`config.mk`:
```
export PLATFORM = sky130hd
export DESIGN_NAME = bct_counter_timer
export DESIGN_NICKNAME = d
export VERILOG_FILES = /design/src/bct_pkg.sv /design/src/bct_prescale.sv /design/src/bct_counter_timer.sv
export SDC_FILE = /design/constraint.sdc
export NUM_CORES = 1
export LEC_CHECK = 0
export BUFFER_PORTS_ARGS = -buffer_cell sky130_fd_sc_hd__clkbuf_2
export CAP_MARGIN = 0
export CORE_MARGIN = 10
export CORE_UTILIZATION = 52
export CTS_BUF_LIST = sky130_fd_sc_hd__clkbuf_8
export DETAILED_ROUTE_END_ITERATION = 12
export GPL_ROUTABILITY_DRIVEN = 0
export PLACE_DENSITY = 0.8
export SLEW_MARGIN = 20
export SYNTH_ARGS = -nofsm -noshare
export SYNTH_HDL_FRONTEND = slang
export SYNTH_HIERARCHICAL = 1
export SYNTH_SLANG_ARGS = --single-unit
```
`constraint.sdc`:
```
create_clock -name I_CLK -period 2.4 [get_ports I_CLK]
set_input_delay 0.24 -clock I_CLK [delete_from_list [all_inputs] [get_ports I_CLK]]
set_output_delay 0.24 -clock I_CLK [all_outputs]
set_load 0.05 [all_outputs]
```
`src/bct_pkg.sv`:
```
package bct_pkg;
    // Register word offsets (byte address = index * 4)
    localparam logic [5:0] IDX_AUX_CONTROL   = 6'h04;
    localparam logic [5:0] IDX_IRQ_STATUS    = 6'h05;
    localparam logic [5:0] IDX_PRELOAD_HIGH  = 6'h06;
    localparam logic [5:0] IDX_PRELOAD_LOW   = 6'h07;
    localparam logic [5:0] IDX_START         = 6'h0E;
    localparam logic [5:0] IDX_STOP          = 6'h0F;
    localparam logic [5:0] IDX_CMD_A         = 6'h02;
    localparam logic [5:0] IDX_CMD_B         = 6'h0A;
    localparam logic [5:0] IDX_CLKSEL_A      = 6'h01;
    localparam logic [5:0] IDX_CLKSEL_B      = 6'h09;
    localparam logic [5:0] IDX_IRQ_MASK      = 6'h10;
    localparam logic [5:0] IDX_DIV2_SET      = 6'h2E;
    localparam logic [5:0] IDX_DIV2_CLR      = 6'h2F;
    localparam logic [5:0] IDX_CT_STATE      = 6'h11;
    // Field positions
    localparam int AUX_MODE_HI   = 6;
    localparam int AUX_MODE_LO   = 4;
    localparam int ISR_READY_BIT = 3;
    localparam int CMD_CODE_HI   = 7;
    localparam int CMD_CODE_LO   = 4;
    localparam int CSR_RX_HI     = 7;
    localparam int CSR_RX_LO     = 4;
    localparam int CSR_TX_HI     = 3;
    localparam int CSR_TX_LO     = 0;
    // Encodings
    localparam logic [3:0] CMD_TIMEOUT_ON  = 4'hA;
    localparam logic [3:0] CMD_TIMEOUT_OFF = 4'hC;
    localparam logic [3:0] CSR_SEL_CT      = 4'hD;
    localparam logic [2:0] SRC_TIMER_BIT   = 3'h4;
    // Reset values
    localparam logic [7:0]  AUX_RESET     = 8'h00;
    localparam logic [7:0]  MASK_RESET    = 8'h00;
    localparam logic [15:0] PRELOAD_RESET = 16'h0000;
    localparam logic [15:0] COUNT_MAX     = 16'hFFFF;
    localparam logic [31:0] UNMAPPED_DATA = 32'h0000_0000;
    typedef enum logic [1:0] {
        BCT_IDLE    = 2'b00,
        BCT_RUN     = 2'b01,
        BCT_RELOAD  = 2'b11,
        BCT_EXPIRED = 2'b10
    } bct_state_t;
endpackage : bct_pkg

```
`src/bct_prescale.sv`:
```
`timescale 1ns/1ps
// Counter clock enable from source select and optional halving
module bct_prescale (
    // Clock and reset
    input  wire logic       i_clk,
    input  wire logic       i_rst_n,
    // Control
    input  wire logic       i_div2,
    input  wire logic [2:0] i_src,
    input  wire logic       i_ext_tick,
    // Tick out
    output logic            o_tick
);
    logic half_q;

    always_ff @(posedge i_clk) begin
        if (!i_rst_n) begin
            half_q <= 1'b0;
        end else begin
            half_q <= ~half_q;
        end
    end

    // Source code 3'b100 takes external pulse, others the core clock
    always_ff @(posedge i_clk) begin
        if (!i_rst_n) begin
            o_tick <= 1'b0;
        end else if (i_src[1:0] == 2'b00 && i_src != 3'b000) begin
            o_tick <= i_ext_tick;
        end else begin
            o_tick <= i_div2 ? half_q : 1'b1;
        end
    end
endmodule : bct_prescale

```
`src/bct_counter_timer.sv`:
```
`timescale 1ns/1ps
//Contract
// - 16-bit divider from preload registers
// - Timer, counter and timeout modes
// - Source and mode from aux bits 6:4
// - Falling output sets ready flag
// - Start read loads preload, starts count
// - Stop read clears ready bit 3
// - Timer half period equals divisor
// - Timer keeps running after stop
// - Counter source forces 16x sampling
// - Counter counts to zero, falls, wraps
// - Counter mode reads live count
// - Timeout mode ignores start and stop
// - Character load stops, reloads, restarts
// - Expiry sets ready, masked interrupt
// - Late character clears ready flag
// - Ax enables, Cx disables timeout
// - Ax clears flag, holds counter stopped
// - Restart on OR of both loads
// - Output drives rate clock and pins
// - Halved clock feeds counter when chosen
module bct_counter_timer #(
    parameter int CNT_W = 16
) (
    // Clock and reset
    input  wire logic        I_CLK,
    input  wire logic        I_RST_N,
    // APB slave
    input  wire logic        I_PSEL,
    input  wire logic        I_PENABLE,
    input  wire logic        I_PWRITE,
    input  wire logic [7:0]  I_PADDR,
    input  wire logic [31:0] I_PWDATA,
    output logic [31:0]      O_PRDATA,
    output logic             O_PREADY,
    output logic             O_PSLVERR,
    // Channel events
    input  wire logic        I_RX_LOAD_A,
    input  wire logic        I_RX_LOAD_B,
    input  wire logic        I_EXT_TICK,
    // Outputs
    output logic             O_CT_OUT,
    output logic             O_CT_GPIO,
    output logic             O_IRQ,
    output logic             O_RX16X_A,
    output logic             O_TX16X_A,
    output logic             O_RX16X_B,
    output logic             O_TX16X_B
);
    initial begin
        if (CNT_W != 16) $error("bct_counter_timer supports CNT_W of 16 only");
    end

    logic [7:0]             aux_q;
    logic [7:0]             mask_q;
    logic [CNT_W-1:0]       pre_q;
    logic [CNT_W-1:0]       cnt_q;
    logic [7:0]             csr_a_q;
    logic [7:0]             csr_b_q;
    logic                   div2_q;
    logic                   to_a_q;
    logic                   to_b_q;
    logic                   out_q;
    logic                   out_prev_q;
    logic                   ready_q;
    logic                   pend_q;
    bct_pkg::bct_state_t    st_q;
    logic                   tick;

    // APB decode
    logic [5:0] idx;
    logic       acc;
    logic       wr;
    logic       rd;
    logic       timeout_on;
    logic       timer_mode;
    logic       rx_load;
    logic       start_cmd;
    logic       stop_cmd;
    logic       cmd_on;
    logic       cmd_off_a;
    logic       cmd_off_b;
    logic       cmd_on_a;
    logic       cmd_on_b;
    logic       fall;

    function automatic logic is_cmd(input logic [31:0] d, input logic [3:0] code);
        is_cmd = (d[bct_pkg::CMD_CODE_HI:bct_pkg::CMD_CODE_LO] == code);
    endfunction : is_cmd

    assign idx        = I_PADDR[7:2];
    assign acc        = I_PSEL && I_PENABLE;
    assign wr         = acc && I_PWRITE;
    assign rd         = acc && !I_PWRITE;
    assign timeout_on = to_a_q || to_b_q;
    assign timer_mode = aux_q[bct_pkg::AUX_MODE_HI] || timeout_on;
    assign rx_load    = (to_a_q && I_RX_LOAD_A) || (to_b_q && I_RX_LOAD_B);
    assign start_cmd  = rd && idx == bct_pkg::IDX_START && !timeout_on;
    assign stop_cmd   = rd && idx == bct_pkg::IDX_STOP && !timeout_on;
    assign cmd_on_a   = wr && idx == bct_pkg::IDX_CMD_A && is_cmd(I_PWDATA, bct_pkg::CMD_TIMEOUT_ON);
    assign cmd_on_b   = wr && idx == bct_pkg::IDX_CMD_B && is_cmd(I_PWDATA, bct_pkg::CMD_TIMEOUT_ON);
    assign cmd_off_a  = wr && idx == bct_pkg::IDX_CMD_A && is_cmd(I_PWDATA, bct_pkg::CMD_TIMEOUT_OFF);
    assign cmd_off_b  = wr && idx == bct_pkg::IDX_CMD_B && is_cmd(I_PWDATA, bct_pkg::CMD_TIMEOUT_OFF);
    assign cmd_on     = cmd_on_a || cmd_on_b;
    assign fall       = out_prev_q && !out_q;

    bct_prescale u_prescale (
        .i_clk      (I_CLK),
        .i_rst_n    (I_RST_N),
        .i_div2     (div2_q),
        .i_src      (aux_q[bct_pkg::AUX_MODE_HI:bct_pkg::AUX_MODE_LO]),
        .i_ext_tick (I_EXT_TICK),
        .o_tick     (tick)
    );

    // Configuration registers
    always_ff @(posedge I_CLK) begin
        if (!I_RST_N) begin
            aux_q   <= bct_pkg::AUX_RESET;
            mask_q  <= bct_pkg::MASK_RESET;
            pre_q   <= bct_pkg::PRELOAD_RESET;
            csr_a_q <= 8'h00;
            csr_b_q <= 8'h00;
            div2_q  <= 1'b0;
        end else if (wr) begin
            case (idx)
                bct_pkg::IDX_AUX_CONTROL:  aux_q <= I_PWDATA[7:0];
                bct_pkg::IDX_IRQ_MASK:     mask_q <= I_PWDATA[7:0];
                bct_pkg::IDX_PRELOAD_HIGH: pre_q[15:8] <= I_PWDATA[7:0];
                bct_pkg::IDX_PRELOAD_LOW:  pre_q[7:0] <= I_PWDATA[7:0];
                bct_pkg::IDX_CLKSEL_A:     csr_a_q <= I_PWDATA[7:0];
                bct_pkg::IDX_CLKSEL_B:     csr_b_q <= I_PWDATA[7:0];
                bct_pkg::IDX_DIV2_SET:     div2_q <= 1'b1;
                bct_pkg::IDX_DIV2_CLR:     div2_q <= 1'b0;
                default:                   div2_q <= div2_q;
            endcase
        end
    end

    // Timeout enables per channel
    always_ff @(posedge I_CLK) begin
        if (!I_RST_N) begin
            to_a_q <= 1'b0;
            to_b_q <= 1'b0;
        end else begin
            if (cmd_on_a) to_a_q <= 1'b1;
            else if (cmd_off_a) to_a_q <= 1'b0;
            if (cmd_on_b) to_b_q <= 1'b1;
            else if (cmd_off_b) to_b_q <= 1'b0;
        end
    end

    // Pending character load held until next counter tick
    always_ff @(posedge I_CLK) begin
        if (!I_RST_N) begin
            pend_q <= 1'b0;
        end else if (rx_load) begin
            pend_q <= 1'b1;
        end else if (tick) begin
            pend_q <= 1'b0;
        end
    end

    // Counter state machine
    always_ff @(posedge I_CLK) begin
        if (!I_RST_N) begin
            st_q  <= bct_pkg::BCT_IDLE;
            cnt_q <= bct_pkg::COUNT_MAX;
            out_q <= 1'b1;
        end else if (cmd_on) begin
            st_q  <= bct_pkg::BCT_IDLE;
            out_q <= 1'b1;
        end else if (start_cmd) begin
            st_q  <= bct_pkg::BCT_RUN;
            cnt_q <= pre_q;
            out_q <= 1'b1;
        end else if (timeout_on && pend_q && tick) begin
            st_q <= bct_pkg::BCT_RELOAD;
        end else if (tick) begin
            case (st_q)
                bct_pkg::BCT_RELOAD: begin
                    cnt_q <= pre_q;
                    out_q <= 1'b1;
                    st_q  <= bct_pkg::BCT_RUN;
                end
                bct_pkg::BCT_RUN: begin
                    if (cnt_q == '0 || cnt_q == 16'h0001) begin
                        if (timer_mode && !timeout_on) begin
                            cnt_q <= pre_q;
                            out_q <= ~out_q;
                        end else begin
                            cnt_q <= cnt_q - 16'h0001;
                            out_q <= 1'b0;
                            st_q  <= bct_pkg::BCT_EXPIRED;
                        end
                    end else begin
                        cnt_q <= cnt_q - 16'h0001;
                    end
                end
                bct_pkg::BCT_EXPIRED: begin
                    if (!timeout_on) cnt_q <= cnt_q - 16'h0001;
                end
                default: st_q <= bct_pkg::BCT_IDLE;
            endcase
        end
    end

    // Ready flag: set wins over clear
    always_ff @(posedge I_CLK) begin
        if (!I_RST_N) begin
            out_prev_q <= 1'b1;
            ready_q    <= 1'b0;
        end else begin
            out_prev_q <= out_q;
            if (fall) ready_q <= 1'b1;
            else if (stop_cmd || cmd_on || rx_load) ready_q <= 1'b0;
        end
    end

    // Outputs
    always_ff @(posedge I_CLK) begin
        if (!I_RST_N) begin
            O_CT_OUT  <= 1'b1;
            O_CT_GPIO <= 1'b1;
            O_IRQ     <= 1'b0;
            O_RX16X_A <= 1'b0;
            O_TX16X_A <= 1'b0;
            O_RX16X_B <= 1'b0;
            O_TX16X_B <= 1'b0;
        end else begin
            O_CT_OUT  <= out_q;
            O_CT_GPIO <= out_q;
            O_IRQ     <= ready_q && mask_q[bct_pkg::ISR_READY_BIT];
            O_RX16X_A <= csr_a_q[bct_pkg::CSR_RX_HI:bct_pkg::CSR_RX_LO] == bct_pkg::CSR_SEL_CT;
            O_TX16X_A <= csr_a_q[bct_pkg::CSR_TX_HI:bct_pkg::CSR_TX_LO] == bct_pkg::CSR_SEL_CT;
            O_RX16X_B <= csr_b_q[bct_pkg::CSR_RX_HI:bct_pkg::CSR_RX_LO] == bct_pkg::CSR_SEL_CT;
            O_TX16X_B <= csr_b_q[bct_pkg::CSR_TX_HI:bct_pkg::CSR_TX_LO] == bct_pkg::CSR_SEL_CT;
        end
    end

    // APB read data, no wait states
    always_ff @(posedge I_CLK) begin
        if (!I_RST_N) begin
            O_PREADY  <= 1'b0;
            O_PSLVERR <= 1'b0;
            O_PRDATA  <= bct_pkg::UNMAPPED_DATA;
        end else begin
            O_PREADY  <= I_PSEL && !I_PENABLE;
            O_PSLVERR <= 1'b0;
            if (I_PSEL && !I_PENABLE && !I_PWRITE) begin
                case (idx)
                    bct_pkg::IDX_AUX_CONTROL:  O_PRDATA <= {24'h0, aux_q};
                    bct_pkg::IDX_IRQ_STATUS:   O_PRDATA <= {28'h0, ready_q, 3'h0};
                    bct_pkg::IDX_PRELOAD_HIGH: O_PRDATA <= {24'h0, cnt_q[15:8]};
                    bct_pkg::IDX_PRELOAD_LOW:  O_PRDATA <= {24'h0, cnt_q[7:0]};
                    bct_pkg::IDX_IRQ_MASK:     O_PRDATA <= {24'h0, mask_q};
                    bct_pkg::IDX_CT_STATE:     O_PRDATA <= {27'h0, div2_q, to_b_q, to_a_q, st_q};
                    default:                   O_PRDATA <= bct_pkg::UNMAPPED_DATA;
                endcase
            end
        end
    end
endmodule : bct_counter_timer

```
Word-level counts from Yosys, hierarchy flattened
Cells that the tools add are included.

cells by class
  add/sub/neg operators = 1
  equal/unequal tests = 33
  multiplexer cells = 28
  bitwise gates (word level) = 5
  reduce and logical (&&, ||, !) cells = 60

operators by type and width
  cell                                                  number
  two-way mux 16 bit                                    6
  one-hot mux 16 bit (3 select lines)                   1
  one-hot mux 8 bit (6 select lines)                    1
  equality test 4 bit, second input constant            6
  equality test 6 x 3 -> 1 bit, second input constant   4
  equality test 6 x 4 -> 1 bit, second input constant   4
  logical AND 1 bit                                     23
  equality test 16 x 1 -> 1 bit, second input constant  1
  logical NOT 16 bit                                    1
  nonzero test 2 bit                                    8
  subtractor 16 x 1 -> 16 bit, second input constant    1
  AND reduction 2 bit                                   7
  two-way mux 1 bit                                     13
  equality test 6 x 5 -> 1 bit, second input constant   2
  equality test 6 bit, second input constant            2
  inequality test 3 bit, second input constant          4
  AND reduction 4 bit                                   3
  two-way mux 2 bit                                     4
  inequality test 4 bit, second input constant          2
  logical OR 1 bit                                      7
  equality test 6 x 1 -> 1 bit, second input constant   1
  equality test 6 x 2 -> 1 bit, second input constant   1
  inequality test 2 bit, second input constant          3
  one-hot mux 2 bit (3 select lines)                    1
  11 further kinds                                      21

storage, ports and cells
  register bits after elaboration = 113
  bits of input ports = 48
  output and inout bits = 41
  logic and storage cells = 152

Logic depth before layout (Yosys ltp)
  depth after elaboration = 9
  depth in mapped cells = 10
  mapped depth without buffers = 8

Cells and area by module
Netlist, hierarchy kept.

modules (own cells, without submodules)
  module             instances  cells an instance  area each (um2)  sequential area each (um2)
  bct_counter_timer  1          496                4620.7           1741.7
  bct_prescale       1          7                  77.6             40.0

Least setup slack after synthesis
OpenSTA, ideal clock, no wires.

  path type = register to register
  from = register cnt_q[0]
  to = register cnt_q[5]
  setup time = 0.074 ns
  arrival time = 2.138 ns
  data required time = 2.326 ns
  setup slack = 0.188 ns
  cell stages (with the launch flop) = 11
  buffers on the path = 2
  period minus slack after synthesis = 2.212 ns
  cell sequence = dfxtp_1 -> inv_1 -> ha_1 -> clkbuf_1 -> nor2_1 -> nor4_4 -> a41o_1 -> nor3_1 -> clkbuf_1 -> nand2_1 -> a31oi_1

on the way
  word-level cells in the longest chain between the ends = 7
  elaborated cells between the ends (all ways) = 11
  classes of those cells = 1 x add/sub; 1 x eq/ne; 7 x mux; 2 x reduce/logical

ends and longest elaborated chain
  what                                                    RTL line                                                                      source
  start, declared                                         bct_counter_timer.sv:58                                                       logic [CNT_W-1:0] cnt_q;
  start signal, assigned                                  bct_counter_timer.sv:169                                                      cnt_q <= bct_pkg::COUNT_MAX;
  start signal, assigned                                  bct_counter_timer.sv:176                                                      cnt_q <= pre_q;
  start signal, assigned                                  bct_counter_timer.sv:183                                                      cnt_q <= pre_q;
  subtractor 16 x 1 -> 16 bit (tied with other cells)     bct_counter_timer.sv:193, bct_counter_timer.sv:198, bct_counter_timer.sv:202
  two-way mux 16 bit or logical OR 1 bit (tied branches)  bct_counter_timer.sv:189, bct_counter_timer.sv:188
  two-way mux 16 bit                                      bct_counter_timer.sv:188                                                      if (cnt_q == '0 || cnt_q == 16'h0001) begin
  one-hot mux 16 bit (3 select lines) *                   bct_counter_timer.sv:181                                                      case (st_q)
  two-way mux 16 bit *                                    bct_counter_timer.sv:180                                                      end else if (tick) begin
  two-way mux 16 bit *                                    bct_counter_timer.sv:178                                                      end else if (timeout_on && pend_q && tick) begin
  two-way mux 16 bit *                                    bct_counter_timer.sv:174                                                      end else if (start_cmd) begin

Every way passes the cells marked *; elsewhere a longest branch is shown, timed or not. The select of a mux whose other input is x is not followed.
A chain may end at the register's enable or synchronous reset.

Worst setup path after layout
  from = register cnt_q[13]
  to = register cnt_q[4]

on the way
  word-level cells in the longest chain between the ends = 7
  elaborated cells between the ends (all ways) = 8
  classes of those cells = 1 x eq/ne; 5 x mux; 2 x reduce/logical

ends and longest elaborated chain
  what                                                                 RTL line
  equality test 16 x 1 -> 1 bit or logical NOT 16 bit (tied branches)  bct_counter_timer.sv:188
  logical OR 1 bit *                                                   bct_counter_timer.sv:188
  two-way mux 16 bit *                                                 bct_counter_timer.sv:188
  one-hot mux 16 bit (3 select lines) *                                bct_counter_timer.sv:181
  two-way mux 16 bit *                                                 bct_counter_timer.sv:180
  two-way mux 16 bit *                                                 bct_counter_timer.sv:178
  two-way mux 16 bit *                                                 bct_counter_timer.sv:174

Marked as above.

==> summary.txt <==
Setup path
  – Critical R2R Capture: cnt_q[4]
  – Crit end category: flip-flop
  – R2r startpoint: cnt_q[13]
  – Worst Setup Start Kind: flip-flop
  – WP data required: 2.69 ns
  – Reg2Reg Setup Slack: 0.21 ns
  – Worst-case reg-to-reg path depth: 7
  – Peak fanout along the critical path: 8
  – CP arrival: 2.48 ns
  – Critical path type: flip-flop to flip-flop

Yosys
  – EDFF count, synth: 0
  – Area leader, netlist: dfxtp_1
  – Synth Flop Type: dfxtp_1
  – Synth area leaders: dfxtp_1 38%, mux2i_1 12%, nor2b_1 7.5%
  – Seq cells post-synth: 89
  – Share of the synthesized area in the top cell type: 37.9%
  – Cell Area, Synth: 4700 um2
  – Fraction of the mapped netlist area in simple logic gates: 27.1%
  – Cell count after synthesis: 503
  – Post-Synth Adder-Cell Area: 1.33%
  – Top-count cell post-synth: dfxtp_1
  – Post-synthesis mux area share: 12.2%
  – Ys Warns: 6
  – Async SR Flop Fraction: 0%
  – Syn_area_per_cell: 9.34 um2
  – XOR/XNOR Fraction of Synth Area: 2.61%
  – Largest family of logic cells by synthesized area: simple AND/OR/NAND/NOR gates
  – Post-synthesis compound-gate area fraction: 10.9%
  – Most frequent cells after synthesis: 89 x dfxtp_1, 56 x mux2i_1, 56 x nor2b_1, 46 x nand2_1, 26 x buf_4
  – Sequential fraction of the synthesis area: 37.9%
  – Unique masters post-synth: 63

Pwr
  – Sequential group share of total power: 51.6%
  – Power density cells: 568 nW/um2
  – Peak supply drop: 0.000358 V
  – Leakage power: 2.06 nW
  – Switching Fraction: 28.9%
  – Clock Power Share: 37.5%
  – Switching power: 0.000857 W
  – Internal power: 0.00211 W
  – Comb power frac: 10.9%

Final layout
  – N_diodes: 0
  – P&R area growth vs syn: 11.2%
  – Area of the multi-input gates: 2640 um2
  – FILL cells: 758
  – Layout cell share with drive strength beyond 1: 18.6%
  – Final #Nets: 603
  – Seq. cell area: 1780 um2

Route
  – Vias per Instance: 5.75
  – Pre-antenna DRT Iters: 5
  – Vias post-DR: 3815
  – DRC errors left: 0
  – Routed WL: 11.7 mm
  – Routed Antenna Nets: 0
  – WL/cell: 17.6 um
  – Initial drt markers: 285

Min path
  – Hold path cells: 2
  – Hold Path End: O_PREADY
  – Worst Hold Launch: I_PSEL
  – Hold/Removal Path Class: input pin to flip-flop

Floorplan
  – Ports: 89
  – Starting Density: 53.6%
  – Die height: 115 um
  – Die area: 13200 um2
  – FP Rows: 34
  – DIE WIDTH: 115 um
  – Core area: 8760 um2

STA
  – Pins Over Slew Limit: 0
  – Rel. slew slack: 54.3%
  – Setup TNS: 0 ns
  – Hold Slack: 0.161 ns
  – Fmax: 457 MHz
  – Hold Violations, Final: 0
  – RSZ-0062 raised after global routing: false
  – Worst slew pin tran: 0.684 ns
  – Skew final: 0.0104 ns
  – Final setup violation count: 0
  – Period utilization: 91.2%
  – Clock period minus worst slack: 2.19 ns

Job
  – Number of max-cap violations: 0

Clock network
  – Cts hold-fix bufs: 0
  – TritonCTS Buffers: 9
  – Worst-Skew Late Latency: 0.37 ns
  – Post-CTS Setup Bufs: 0
  – Clock Tree Root: clkbuf_8
  – TritonCTS clock tree: yes
  – CTS resizes: 0
  – H-tree levels: 3
  – Clock-pin slew of the registers on the worst-case setup and hold paths: 0.10 ns
  – Clock Tree Buf Depth: 2
  – Clock Sinks: 89

Global route
  – Grt total ovfl: 0
  – Largest net degree at the start of global routing: 33
  – Gr usage total: 17.8%
  – Initial antenna violation count: 0
  – First-pass GRT wire length: 19.1 mm
  – Vias in the first global route: 3880

Outcome
  – Status: finished, final reports clean

Placement
  – Detailed placement HPWL: 8.71 mm
  – Port bufs: 37
[critical path, stage by stage (launching register included)]
cell     delay [ns]
dfxtp_1        0.40
or4_4          0.56
nor4_4         0.29
nand3_1        0.17
o21ai_2        0.26
buf_4          0.20
nand2_1        0.06
a31oi_1        0.17
[power groups by stage]
| stage | combinational [W] | clock, W | sequential, W |
|---|---|---|---|
| after floorplan | 0.000260 | 0 | 0.00156 |
| after global placement | 0.000311 | 0 | 0.00156 |
| after detailed placement | 0.000317 | 0 | 0.00156 |
| after CTS | 0.000318 | 0.00114 | 0.00153 |
| after global routing | 0.000344 | 0.00120 | 0.00153 |
| final | 0.000323 | 0.00111 | 0.00153 |
[per-stage QoR]
step                      cell area, um2  worst slack, ns  instances  power, W  util, %
after floorplan                     4790            0.188        527   0.00182        -
after global placement              5000            0.207        647   0.00187     57.1
after detailed placement            5000            0.180        647   0.00188     57.1
after CTS                           5220            0.224        663   0.00299     59.6
after global routing                5220           0.0754        663   0.00307     59.6
final                               5220            0.210        663   0.00297     59.6
[sequential cells by signal, indices dropped and copies added (netlist names)]
signal and cells:
O_IRQ 1, u_prescale/half_q 1, mask_q 8, O_RX16X_A 1, cnt_q 16, pre_q 16, out_q 1, aux_q 8
ready_q 1, O_RX16X_B 1, pend_q 1, O_PRDATA 8, O_TX16X_A 1, st_q 2, u_prescale/o_tick 1, to_a_q 1
to_b_q 1, div2_q 1, csr_a_q 8, O_CT_GPIO 1, csr_b_q 8, O_PREADY 1, O_TX16X_B 1
[cell usage in the layout (no fill, tap or decap), types with 3 or more instances in the layout]
cell type / synthesis / layout
dfxtp_1: 89 / 89
mux2i_1: 56 / 56
nor2b_1: 56 / 56
nand2_1: 46 / 46
clkbuf_2: 0 / 37
buf_4: 26 / 28
conb_1: 1 / 25
nor3b_1: 16 / 16
a31oi_1: 15 / 15
nor2_1: 14 / 14
a22oi_1: 14 / 14
nand2b_1: 11 / 11
nand3_1: 10 / 10
inv_1: 9 / 9
xnor2_1: 9 / 9
clkbuf_8: 0 / 9
o21ai_0: 7 / 7
a21oi_1: 6 / 6
nor4_1: 6 / 6
xor2_1: 5 / 5
nor3_1: 5 / 5
ha_1: 5 / 5
nand4_1: 4 / 4
nand3b_1: 4 / 4
o211ai_1: 4 / 4
nor4_4: 3 / 3
or3b_2: 3 / 3
nand4b_1: 3 / 3
nor3_2: 3 / 3
a22o_1: 3 / 3
a221o_1: 3 / 3
[how the worst max path moves through the flow]
| stage | startpoint | endpoint | cells after the start |
|---|---|---|---|
| 2_1_floorplan | cnt_q[0] | cnt_q[5] | 10 |
| 3_3_place_gp | I_PADDR[7] | cnt_q[4] | 6 |
| 3_5_place_dp | I_PADDR[7] | cnt_q[13] | 6 |
| 4_1_cts | cnt_q[13] | cnt_q[4] | 7 |
| 5_1_grt | cnt_q[0] | cnt_q[10] | 9 |
| 6_report | cnt_q[13] | cnt_q[4] | 7 |
[layer usage]
metal	up-vias	global-route usage, %	wire (um)
met1	1811	22.4	4920
met5	-	0	0
met2	157	29.4	5550
li1	1829	-	-
met4	0	5.12	199
met3	18	4.58	1000
[cells by family after synthesis]
logic type	Yosys count
other	1
AND/OR/NAND/NOR	204
adder cells (fa/ha/maj)	5
multiplexers	57
flip-flops	89
AO/OA/AOI/OAI	70
buffers and inverters	63
XOR/XNOR	14
[final cells by class]
class                           instances  share of cell area [%]
Multi-Input combinational cell        375                    50.5
Timing Repair Buffer                   66                    7.95
Clock inverter                          7                    1.82
Tap cell                              108                    2.59
Inverter                                9                   0.647
Sequential cell                        89                    34.1
Clock buffer                            9                    2.37
Power figures use the tool's default switching activity.
